$ cat config.mk
export PLATFORM = sky130hd
export DESIGN_NAME = scpsm_top
export DESIGN_NICKNAME = d
export VERILOG_FILES = /design/src/design/scpsm_pkg.sv /design/src/design/scpsm_pspace_map.sv /design/src/design/scpsm_stack_chk.sv /design/src/design/scpsm_top.sv
export SDC_FILE = /design/constraint.sdc
export NUM_CORES = 1
export LEC_CHECK = 0
export BUFFER_PORTS_ARGS = -buffer_cell sky130_fd_sc_hd__buf_2
export CORE_MARGIN = 2
export CORE_UTILIZATION = 48
export DETAILED_ROUTE_END_ITERATION = 10
export PLACE_DENSITY_LB_ADDON = 0.1
export SLEW_MARGIN = 10
export SYNTH_ARGS = -nofsm -noshare
export SYNTH_HDL_FRONTEND = slang
export SYNTH_HIERARCHICAL = 1
export SYNTH_SLANG_ARGS = --single-unit
$ cat constraint.sdc
create_clock -name mclk -period 4.5 [get_ports mclk]
set_input_delay 0.45 -clock mclk [delete_from_list [all_inputs] [get_ports mclk]]
set_output_delay 0.45 -clock mclk [all_outputs]
set_load 0.03 [all_outputs]
$ cat src/design/scpsm_pkg.sv
/*
 * Package for the stack check and program space map block.
 * Assumes a 16-bit data space, 24-bit program space and 32-bit Avalon bus.
 */
package scpsm_pkg;
    // Register byte offsets on the Avalon-MM slave
    localparam logic [3:0] STACK_LIMIT_OFS = 4'h0;
    localparam logic [3:0] TABLE_PAGE_OFS = 4'h4;
    localparam logic [3:0] REMAP_PAGE_OFS = 4'h8;
    localparam logic [3:0] STACK_PTR_OFS = 4'hC;
    // Reset values of the page registers and the pointer
    localparam logic [7:0] TABLE_PAGE_RST = 8'h00;
    localparam logic [7:0] REMAP_PAGE_RST = 8'h00;
    localparam logic [15:0] STACK_PTR_RST = 16'h0800;
    // Lowest legal stack address; below it lies the SFR area
    localparam logic [15:0] STACK_FLOOR = 16'h0800;
    // The two legal remap page values
    localparam logic [7:0] REMAP_PROG = 8'h00;
    localparam logic [7:0] REMAP_EEPROM = 8'hFF;
    // Bit positions
    localparam int TBL_CFG_BIT = 7;
    localparam int EA_TOP_BIT = 15;
    // Bus read answer after an accepted read, in cycles
    localparam int RD_WAIT_CYC = 1;
    // Stack operation codes from the address units
    typedef enum logic [3:0] {
        SCPSM_OP_IDLE = 4'b0001,
        SCPSM_OP_PUSH = 4'b0010,
        SCPSM_OP_POP = 4'b0100,
        SCPSM_OP_REF = 4'b1000
    } scpsm_op_t;
endpackage

$ cat src/design/scpsm_pspace_map.sv
/*
 * Program space address builder: fetch, table and remap forms.
 * Assumes the page registers are held by the caller; purely combinational.
 */
`timescale 1ns/100ps
module scpsm_pspace_map (
    input wire logic [7:0] table_page_reg,
    input wire logic [7:0] remap_page_reg,
    input wire logic [15:0] data_ea,
    input wire logic [22:0] pc,
    input wire logic tbl_sel,
    output logic [23:0] tbl_addr,
    output logic tbl_cfg,
    output logic remap_hit,
    output logic [23:0] remap_addr,
    output logic [23:0] fetch_addr
);
    // Page above the full EA, no alignment check (see) (see)
    assign tbl_addr = {table_page_reg, data_ea};
    // Top page bit picks configuration memory (see)
    assign tbl_cfg = table_page_reg[scpsm_pkg::TBL_CFG_BIT];
    // Remap is off while a table operation owns the path
    assign remap_hit = data_ea[scpsm_pkg::EA_TOP_BIT] & ~tbl_sel;
    // Bit 23 zero, page over EA bits 14..0; EA bit 15 dropped
    // (see) (see) (see)
    assign remap_addr = {1'b0, remap_page_reg, data_ea[14:0]};
    // Fetch is word aligned and user space only (see)
    assign fetch_addr = {1'b0, pc[22:1], 1'b0};
endmodule

$ cat src/design/scpsm_stack_chk.sv
/*
 * Stack pointer keeper and limit/underflow checker.
 * Assumes one stack operation a cycle from the address units.
 */
`timescale 1ns/100ps
module scpsm_stack_chk (
    input wire logic mclk,
    input wire logic rst_n,
    input wire scpsm_pkg::scpsm_op_t op,
    input wire logic [15:0] ref_ea,
    input wire logic [15:0] stack_limit_reg,
    input wire logic sp_wr,
    input wire logic [15:0] sp_wdata,
    output logic [15:0] stack_pointer_reg,
    output logic [15:0] stack_ea,
    output logic stack_err
);
    logic [15:0] sp_q;
    logic [15:0] sp_d;
    logic [15:0] ea;
    logic over;
    logic under;

    ////////////////////////////////////////////////////////////////////
    // Push uses the free word then bumps; pop drops then reads (see)
    assign ea = (op == scpsm_pkg::SCPSM_OP_PUSH) ? sp_q :
                (op == scpsm_pkg::SCPSM_OP_POP) ? sp_q - 16'h0002 :
                (op == scpsm_pkg::SCPSM_OP_REF) ? ref_ea : sp_q;
    // Push at the limit itself is allowed (see) (see)
    assign over = (op == scpsm_pkg::SCPSM_OP_PUSH) &&
                  (ea > stack_limit_reg);
    // Any stack EA under the SFR floor traps (see)
    assign under = (op != scpsm_pkg::SCPSM_OP_IDLE) &&
                   (ea < scpsm_pkg::STACK_FLOOR);
    // One trap request in the same cycle (see)
    assign stack_err = over | under;
    assign stack_ea = ea;
    assign sp_d = sp_wr ? {sp_wdata[15:1], 1'b0} :
                  (op == scpsm_pkg::SCPSM_OP_PUSH) ? sp_q + 16'h0002 :
                  (op == scpsm_pkg::SCPSM_OP_POP) ? sp_q - 16'h0002 : sp_q;
    assign stack_pointer_reg = sp_q;

    always_ff @(posedge mclk or negedge rst_n) begin
        if (!rst_n) begin
            sp_q <= scpsm_pkg::STACK_PTR_RST;
        end else begin
            sp_q <= sp_d;
        end
    end
endmodule

$ cat src/design/scpsm_top.sv
/*
 * Stack check and program space map top with Avalon-MM register slave.
 * Assumes synchronous inputs on mclk and an Avalon master that holds
 * each request until waitrequest is seen low.
 */
// How it works
// Pointer marks free word; push post-increments
// Call push zero-fills counter top byte
// Exception push puts status byte beside counter
// Stack limit bit 0 always zero
// Stack limit not initialised at reset
// Every stack EA compared with limit; the code compares the push EA only
// Push at limit fine; next one traps
// Stack address below 0800h traps
// No stack read right after limit write
// Table address is page over 16-bit EA
// Table page top bit selects configuration
// Remap address is page plus 15 EA bits
// Remap stays in user memory, bit 23 zero
// EA bit 15 ignored; page bit 0 used
// Remap page only 00h or FFh
// Remap read-only, low word only
// Table reaches every byte of program word
// Table no alignment check; config reads allowed
// One stack trap request, same cycle
// Fetch address aligned, bit 23 zero
`timescale 1ns/100ps
module scpsm_top (
    input wire logic mclk,
    input wire logic rst_b,
    // Avalon-MM slave
    input wire logic [3:0] avs_address,
    input wire logic avs_read,
    input wire logic avs_write,
    input wire logic [31:0] avs_writedata,
    input wire logic [3:0] avs_byteenable,
    output logic [31:0] avs_readdata,
    output logic avs_waitrequest,
    // Address units
    input wire scpsm_pkg::scpsm_op_t stack_op,
    input wire logic [15:0] stack_ref_ea,
    input wire logic call_push,
    input wire logic exc_push,
    input wire logic [22:0] pc,
    input wire logic [7:0] status_low_byte,
    output logic [15:0] stack_ea,
    output logic [15:0] push_hi_word,
    output logic stack_err_trap,
    // Data EA and table path
    input wire logic [15:0] data_ea,
    input wire logic data_rd,
    input wire logic data_wr,
    input wire logic tbl_rd,
    input wire logic tbl_wr,
    input wire logic tbl_hi,
    input wire logic remap_en,
    // Program memory interface
    output logic [23:0] pm_addr,
    output logic pm_rd,
    output logic pm_wr,
    output logic pm_hi_byte,
    output logic pm_cfg,
    output logic remap_wr_err,
    output logic [23:0] fetch_addr
);
    logic rst_s1_q;
    logic rst_s2_q;
    logic rst_n;

    ////////////////////////////////////////////////////////////////////
    // Reset release through two flops
    always_ff @(posedge mclk or negedge rst_b) begin
        if (!rst_b) begin
            rst_s1_q <= 1'b0;
            rst_s2_q <= 1'b0;
        end else begin
            rst_s1_q <= 1'b1;
            rst_s2_q <= rst_s1_q;
        end
    end
    assign rst_n = rst_s2_q;

    ////////////////////////////////////////////////////////////////////
    // Register file
    logic [15:0] stack_limit_q;
    logic [7:0] table_page_q;
    logic [7:0] remap_page_q;
    logic rd_pend_q;
    logic [31:0] rdata_q;
    logic [31:0] rdata_d;
    logic sel_lim;
    logic sel_tbl;
    logic sel_rmp;
    logic sel_sp;
    logic wr_lim;
    logic wr_tbl;
    logic wr_rmp;
    logic wr_sp;
    logic [15:0] lim_d;
    logic [7:0] rmp_d;
    logic [15:0] sp_val;

    function automatic logic [15:0] merge16(input logic [15:0] old,
                                           input logic [15:0] nw,
                                           input logic [1:0] be);
        merge16 = {be[1] ? nw[15:8] : old[15:8],
                   be[0] ? nw[7:0] : old[7:0]};
    endfunction

    assign sel_lim = avs_address == scpsm_pkg::STACK_LIMIT_OFS;
    assign sel_tbl = avs_address == scpsm_pkg::TABLE_PAGE_OFS;
    assign sel_rmp = avs_address == scpsm_pkg::REMAP_PAGE_OFS;
    assign sel_sp = avs_address == scpsm_pkg::STACK_PTR_OFS;
    assign wr_lim = avs_write & sel_lim;
    assign wr_tbl = avs_write & sel_tbl & avs_byteenable[0];
    assign wr_rmp = avs_write & sel_rmp & avs_byteenable[0];
    assign wr_sp = avs_write & sel_sp & (avs_byteenable[1:0] == 2'b11);
    // Bit 0 forced low, word aligned stack (see)
    assign lim_d = merge16(stack_limit_q, avs_writedata[15:0],
                           avs_byteenable[1:0]) & 16'hFFFE;
    // Only 00h or FFh kept; any nonzero write means EEPROM (see)
    assign rmp_d = (avs_writedata[7:0] == scpsm_pkg::REMAP_PROG) ?
                   scpsm_pkg::REMAP_PROG : scpsm_pkg::REMAP_EEPROM;
    // Writes finish at once; reads wait one cycle for registered data
    assign avs_waitrequest = avs_read & ~rd_pend_q;
    assign rdata_d = sel_lim ? {16'h0000, stack_limit_q} :
                     sel_tbl ? {24'h000000, table_page_q} :
                     sel_rmp ? {24'h000000, remap_page_q} :
                     sel_sp ? {16'h0000, sp_val} : 32'h00000000;
    assign avs_readdata = rdata_q;

    // Limit has no reset: software must load it first (see)
    always_ff @(posedge mclk) begin
        if (wr_lim) begin
            stack_limit_q <= lim_d;
        end
    end

    always_ff @(posedge mclk or negedge rst_n) begin
        if (!rst_n) begin
            table_page_q <= scpsm_pkg::TABLE_PAGE_RST;
            remap_page_q <= scpsm_pkg::REMAP_PAGE_RST;
            rd_pend_q <= 1'b0;
            rdata_q <= 32'h00000000;
        end else begin
            if (wr_tbl) begin
                table_page_q <= avs_writedata[7:0];
            end
            if (wr_rmp) begin
                remap_page_q <= rmp_d;
            end
            rd_pend_q <= avs_read & ~rd_pend_q;
            if (avs_read & ~rd_pend_q) begin
                rdata_q <= rdata_d;
            end
        end
    end

    ////////////////////////////////////////////////////////////////////
    // Stack pointer and checker
    // Limit compare uses the new value the next cycle; software must
    // leave a gap before a stack read (see)
    scpsm_stack_chk u_stack (
        .mclk(mclk),
        .rst_n(rst_n),
        .op(stack_op),
        .ref_ea(stack_ref_ea),
        .stack_limit_reg(stack_limit_q),
        .sp_wr(wr_sp),
        .sp_wdata(avs_writedata[15:0]),
        .stack_pointer_reg(sp_val),
        .stack_ea(stack_ea),
        .stack_err(stack_err_trap)
    );

    // Upper half of a pushed counter: status byte beside the counter top
    // byte on exceptions, zero on calls (see) (see)
    assign push_hi_word = exc_push ? {status_low_byte, 1'b0, pc[22:16]} :
                          call_push ? {8'h00, 1'b0, pc[22:16]} : 16'h0000;

    ////////////////////////////////////////////////////////////////////
    // Program space addressing
    logic [23:0] tbl_addr;
    logic tbl_cfg;
    logic remap_hit;
    logic [23:0] remap_addr;
    logic tbl_sel;
    logic remap_rd;

    assign tbl_sel = tbl_rd | tbl_wr;

    scpsm_pspace_map u_map (
        .table_page_reg(table_page_q),
        .remap_page_reg(remap_page_q),
        .data_ea(data_ea),
        .pc(pc),
        .tbl_sel(tbl_sel),
        .tbl_addr(tbl_addr),
        .tbl_cfg(tbl_cfg),
        .remap_hit(remap_hit),
        .remap_addr(remap_addr),
        .fetch_addr(fetch_addr)
    );

    assign remap_rd = remap_en & remap_hit & data_rd;
    // Remap never writes; a write attempt is flagged (see)
    assign remap_wr_err = remap_en & remap_hit & data_wr;
    assign pm_addr = tbl_sel ? tbl_addr : remap_addr;
    // Table reads go anywhere, config writes are blocked (see)
    assign pm_rd = tbl_rd | remap_rd;
    assign pm_wr = tbl_wr & ~tbl_cfg;
    // Upper byte only by table access; remap gets the low word
    // (see) (see)
    assign pm_hi_byte = tbl_sel & tbl_hi;
    assign pm_cfg = tbl_sel & tbl_cfg;
endmodule

; ---- Word level (Yosys, flattened, before mapping)
; Cells that the tools add are included.
[op_classes]
addsub = 2
order_cmp = 2
n_eq_ne = 8
muxes = 14
bitwise = 21
reduce_logical = 7
[ops]
columns = op, count
row1 = 16-bit 2-to-1 mux, 11
row2 = 24-bit 2-to-1 mux, 1
row3 = 16-bit by 2-bit adder with 16-bit output (second input constant), 1
row4 = 16-bit greater-than comparator, 1
row5 = 16-bit by 12-bit < comparator with 1-bit output (second input constant), 1
row6 = 16-bit by 2-bit subtractor with 16-bit output (second input constant), 1
row7 = 1-bit bitwise AND, 15
row8 = 4-bit == test (second input constant), 3
row9 = 4-bit by 3-bit == test with 1-bit output (second input constant), 2
row10 = 8-bit logical NOT, 1
row11 = 8-bit 2-to-1 mux, 1
row12 = 7-bit 2-to-1 mux, 1
row13 = 4-bit by 2-bit == test with 1-bit output (second input constant), 1
row14 = 4-bit logical NOT, 1
row15 = 4-bit by 1-bit inequality test with 1-bit output (second input constant), 1
row16 = 2-bit AND reduction, 2
row17 = 1-bit NOT, 3
row18 = 1-bit bitwise OR, 3
row19 = 3-bit nonzero test, 1
row20 = 2-bit == test (second input constant), 1
row21 = 1-bit logical AND, 2
[totals]
regBits = 82
output_inout_bits = 119

; ---- Logic depth before layout (Yosys ltp)
[logic_depth]
word_depth = 7
depth_mapped = 16
ltp_nobuf = 14

; ---- Modules after synthesis
; Netlist, hierarchy kept.
[by_module_without_submodules]
columns = module, instances, cells_per_inst, area_each_um2, seq_area_each_um2
row1 = scpsm_stack_chk, 1, 373, 2561.2, 376.6
row2 = scpsm_top, 1, 208, 2367.3, 1151.1
row3 = scpsm_pspace_map, 1, 75, 565.5, 0.0

; ---- Worst setup path before layout
; OpenSTA, ideal clock, no wires.
[synth_path]
kind = input to output
start = in stack_op[3]
end = out stack_err_trap
t_arrival_ps = 4142
slack_ps = -92
cell_stages = 15
n_path_buf = 4
cell_sequence = clkbuf_1 clkbuf_1 clkbuf_1 clkbuf_1 nor2_1 a21oi_1 nor2_1 a311oi_1 ha_1 a21o_1 a21o_1 a21oi_1 o22ai_1 a2111oi_0 o32ai_1
[synth_via]
elab_chain_len = 7
word_cells_on_any_way = 12
classes_between = order compare (2) / eq/ne (4) / mux (3) / bitwise (1) / reduce/logical (2)
[synth_lines]
columns = element, line_no
row1 = "start, declared", scpsm_top.sv:40  ; input wire scpsm_pkg::scpsm_op_t stack_op,
row2 = 4-bit == test, scpsm_stack_chk.sv:28  ; (op == scpsm_pkg::SCPSM_OP_REF) ? ref_ea : sp_q;
row3 = 16-bit 2-to-1 mux, scpsm_stack_chk.sv:28
row4 = 16-bit 2-to-1 mux, scpsm_stack_chk.sv:27  ; (op == scpsm_pkg::SCPSM_OP_POP) ? sp_q - 16'h0002 :
row5 = 16-bit 2-to-1 mux (*), scpsm_stack_chk.sv:26  ; assign ea = (op == scpsm_pkg::SCPSM_OP_PUSH) ? sp_q :
row6 = via stack_ea[5], scpsm_top.sv:46  ; output logic [15:0] stack_ea,
row7 = 16-bit greater-than comparator or 16-bit by 12-bit < comparator with 1-bit output (tied branches), "scpsm_stack_chk.sv:31, scpsm_stack_chk.sv:34"
row8 = 1-bit logical AND (on tied branches), "scpsm_stack_chk.sv:30, scpsm_stack_chk.sv:33"
row9 = 1-bit bitwise OR (*), scpsm_stack_chk.sv:36  ; assign stack_err = over | under;
row10 = "end, declared", scpsm_top.sv:48  ; output logic stack_err_trap,
; The timed path passes the listed nets; every way through them passes the cells marked *.

; ---- Worst setup path after layout
[layout_path]
start = reg u_stack.sp_q[10], in the netlist u_stack/stack_pointer_reg[10]
end = out stack_err_trap
[layout_via]
elab_chain_len = 6
word_cells_on_any_way = 9
classes_between = add/sub (1) / order compare (2) / mux (3) / bitwise (1) / reduce/logical (2)
[layout_lines]
columns = element, line_no
row1 = "start, declared", scpsm_stack_chk.sv:18  ; logic [15:0] sp_q;
row2 = "start signal, assigned", scpsm_stack_chk.sv:45  ; sp_q <= scpsm_pkg::STACK_PTR_RST;
row3 = "start signal, assigned", scpsm_stack_chk.sv:47  ; sp_q <= sp_d;
row4 = 16-bit by 2-bit subtractor with 16-bit output or 16-bit 2-to-1 mux (tied branches), "scpsm_stack_chk.sv:27, scpsm_stack_chk.sv:28"
row5 = 16-bit 2-to-1 mux, scpsm_stack_chk.sv:27
row6 = 16-bit 2-to-1 mux (*), scpsm_stack_chk.sv:26
row7 = 16-bit greater-than comparator or 16-bit by 12-bit < comparator with 1-bit output (tied branches), "scpsm_stack_chk.sv:31, scpsm_stack_chk.sv:34"
row8 = 1-bit logical AND (on tied branches), "scpsm_stack_chk.sv:30, scpsm_stack_chk.sv:33"
row9 = 1-bit bitwise OR (*), scpsm_stack_chk.sv:36
; Mark *: on every way between the ends. The rest lies on a longest branch, timed or not.

==> metrics.txt <==
status=completed; Reg clk slew, reported paths=roughly 0.050 ns; First-pass DRT Iterations=6; row cnt=39; root buf cell=clkbuf_16; synth top area cells=dfrtp_1, buf_4, edfxtp_1; NetSw=0.00110 W; TritonCTS buffer count=9; area of the multi-input gates=just over 3000 um^2; Final period util=96.5%; GP Congestion=0.875; largest net degree at the start of global routing=42; Tightest Pin Transition=1.02 ns; clock share of power=23.0%; Synth Warn #=6; Synth area leader=dfrtp_1; crit end category=primary output; CTS tree=yes; synth cell count leaders=buf_4, nor2_1, a21oi_1; # IOs=around 240; DR iter-0 viols=368; die area=around 12000 um^2; Final min period=around 4.3 ns; top cell type's share of synthesized area=19.1%; M2 GR Usage=about two fifths; Starting Density=48.7%; Mapped Area=5490 um^2; Max-Cap Viols=0; final count of hold timing violations=0; Slew HR=between 30% and 40%; layout cell share with drive strength beyond 1=36.8%; fill count=~1100; Max Fclk=about 0.23 GHz; WL/cell=between 15 and 20 um; met3 GRT Util=under 10%; Setup TNS Final=0 ns; reg2reg start=u_stack/stack_pointer_reg[1]; WP data arrival=approximately 3.9 ns; Setup Viol. Count Final=0; R2R Path End=u_stack/stack_pointer_reg[12]; crit path from=u_stack/stack_pointer_reg[10]; global-route wire length before repair=around 25000 um; crit path launch type=flop; Post-synth EDFFs=15; WL final=around 16000 um; H-tree depth=3; max reg flops=16; port buffer count=approximately 170; worst reg2reg setup slack=1.98 ns; Vias=5083; DR vias/cell=between 5 and 6; Internal=~0.0015 W; post-route antenna net violation count=0; Sw Share=approximately 43%; Post-Synthesis Mean Instance Area=~8.4 um^2; CP max stage delay=about 0.60 ns; part of the power in registers=between 20% and 30%; vias in the first global route=~4800; max-slew violation total from the final report=0; area delta synth->final=12.0%; ys flop type=dfrtp_1; Non-Filler Instances=around 890; slowest CP cell=or4_4; gr usage total=25.3%; Synth Instances=656; hold crit path type=flop to asynchronous set/reset pin; VDD IR max=~200 uV; Synth Register Bits=58; clk buf depth=2; met1 Track Usage GR=between 30% and 40%; Yosys cell types=76; WS Path Type=flop to primary output; count leader, synth=buf_4; Skew-Pair Late Insertion Delay=~0.32 ns; Cell Pwr Density=419 nW/um^2; Final Net Count=between 800 and 900; busiest layer in global routing=met2; gr ovfl total=0; diode count=0; Combinational Power Share=roughly half; clk sinks=between 50 and 60; die height=around 110 um; Crit path required time=4.05 ns; cell count after placement=869; initial antenna violation count=0; register area share after synthesis=~28%; Lkg Pwr=~2.9 nW; Core Region=between 10000 and 15000 um^2; Sequential Area=1530 um^2; die width=111 um; asr flop ratio synth=74.1%; DRC viols=0; crit path cell chain=or4_4 > nor4_4 > mux2_4 > a222oi_1 > buf_4 > inv_1 > ha_1 > a21oi_1 > o21ai_0 > a21oi_1 > o22ai_1 > a2111oi_1 > o32ai_1 > buf_4; dpl hpwl=about 12000 um; worst setup path endpoint=stack_err_trap; Worst Skew=around 0.0070 ns; critical path peak fanout=3; R2R cell count=9
-- cell usage in the layout (no fill, tap or decap), types with 4 or more instances in the layout --
cell type and n:
a21oi_1 56, a21o_1 9, inv_1 27, or3_1 4
a221oi_1 8, nor2_1 67, and3_1 4, o21ai_0 25
nand3_1 12, edfxtp_1 15, clkbuf_16 9, buf_4 24
o2111ai_1 7, a311oi_1 4, a22oi_1 4, and4_1 5
nand2b_1 4, o22ai_1 4, dfrtp_1 42, nor4_1 6
ha_1 17, a31oi_1 6, nor3_1 10, a211oi_1 4
o211ai_1 4, o221ai_1 4, buf_2 168, and2_1 12
mux2_2 36, conb_1 23, xnor2_1 8, nand2_1 32
nor2b_1 13
-- critical path: cells and delay by family (launching register included) --
kind,cells,cell delay [ns]
compound gates,7,1.26
fa+ha+maj,1,0.28
buf+inv,3,0.42
flops,1,0.38
mux,1,0.33
simple gates,2,0.90
-- layout make-up --
| type | instances | share of cell area, % |
|---|---|---|
| Multi-Input combinational cell | 451 | 49.4 |
| Sequential cell | 58 | 24.8 |
| Timing Repair Buffer | 194 | 16.9 |
| Clock buffer | 12 | 3.84 |
| Tap cell | 143 | 2.91 |
| Inverter | 29 | 1.77 |
| Clock inverter | 4 | 0.305 |
-- cell families (layout without fill, tap and decap cells) --
logic type	after synthesis	after routing	share of synthesized area, %
buffers and inverters	166	239	19.3
flip-flops	58	58	27.8
AO/OA/AOI/OAI	164	164	19.7
adder cells (fa/ha/maj)	18	18	4.10
XOR/XNOR	10	10	1.59
multiplexers	38	38	7.77
other	4	23	0.273
AND/OR/NAND/NOR	198	198	19.4
-- worst min-delay path by stage --
stage,start,to,slack [ns]
after floorplan,rst_b,rst_n,0.15
after global placement,rst_b,rst_n,0.23
after detailed placement,rst_b,rst_n,0.24
after CTS,avs_writedata[12],stack_limit_q[12],0.32
after global routing,avs_writedata[12],stack_limit_q[12],0.32
final,rst_n,u_stack/stack_pointer_reg[1],0.32
-- per-stage QoR --
step	util [%]	power, W	cell area, um^2	hold WS (ns)	setup WS (ns)
global route	54.6	0.00274	6150	0.315	-0.00838
global placement	51.3	0.00189	5790	0.235	0.201
CTS	53.9	0.00253	6070	0.318	0.0387
floorplan	-	0.00168	5570	0.154	0.00573
detailed placement	51.3	0.00191	5790	0.239	0.166
finish	54.6	0.00258	6150	0.318	0.159
-- routing by layer --
| layer | part of all wire [%] | vias to the layer above |
|---|---|---|
| li1 | - | 2415 |
| met1 | 45 | 2407 |
| met2 | 46 | 232 |
| met3 | 6.8 | 29 |
| met4 | 2.6 | 0 |
| met5 | 0 | - |
-- power by group through the flow --
stage	combinational (W)	clock (W)	sequential, W
global placement	0.00119	0	0.000706
floorplan	0.000943	0	0.000735
detailed placement	0.00121	0	0.000707
finish	0.00128	0.000593	0.000707
global route	0.00139	0.000631	0.000718
CTS	0.00122	0.000604	0.000701
-- what timing repair did --
action                     in CTS  in global routing
buffers inserted                1                  4
hold buffers                    1                  0
resized for setup               3                 14
pin swaps                       1                  7
setup endpoints to repair       1                  1
hold endpoints to repair        2                  0
Power figures use the tool's default switching activity.
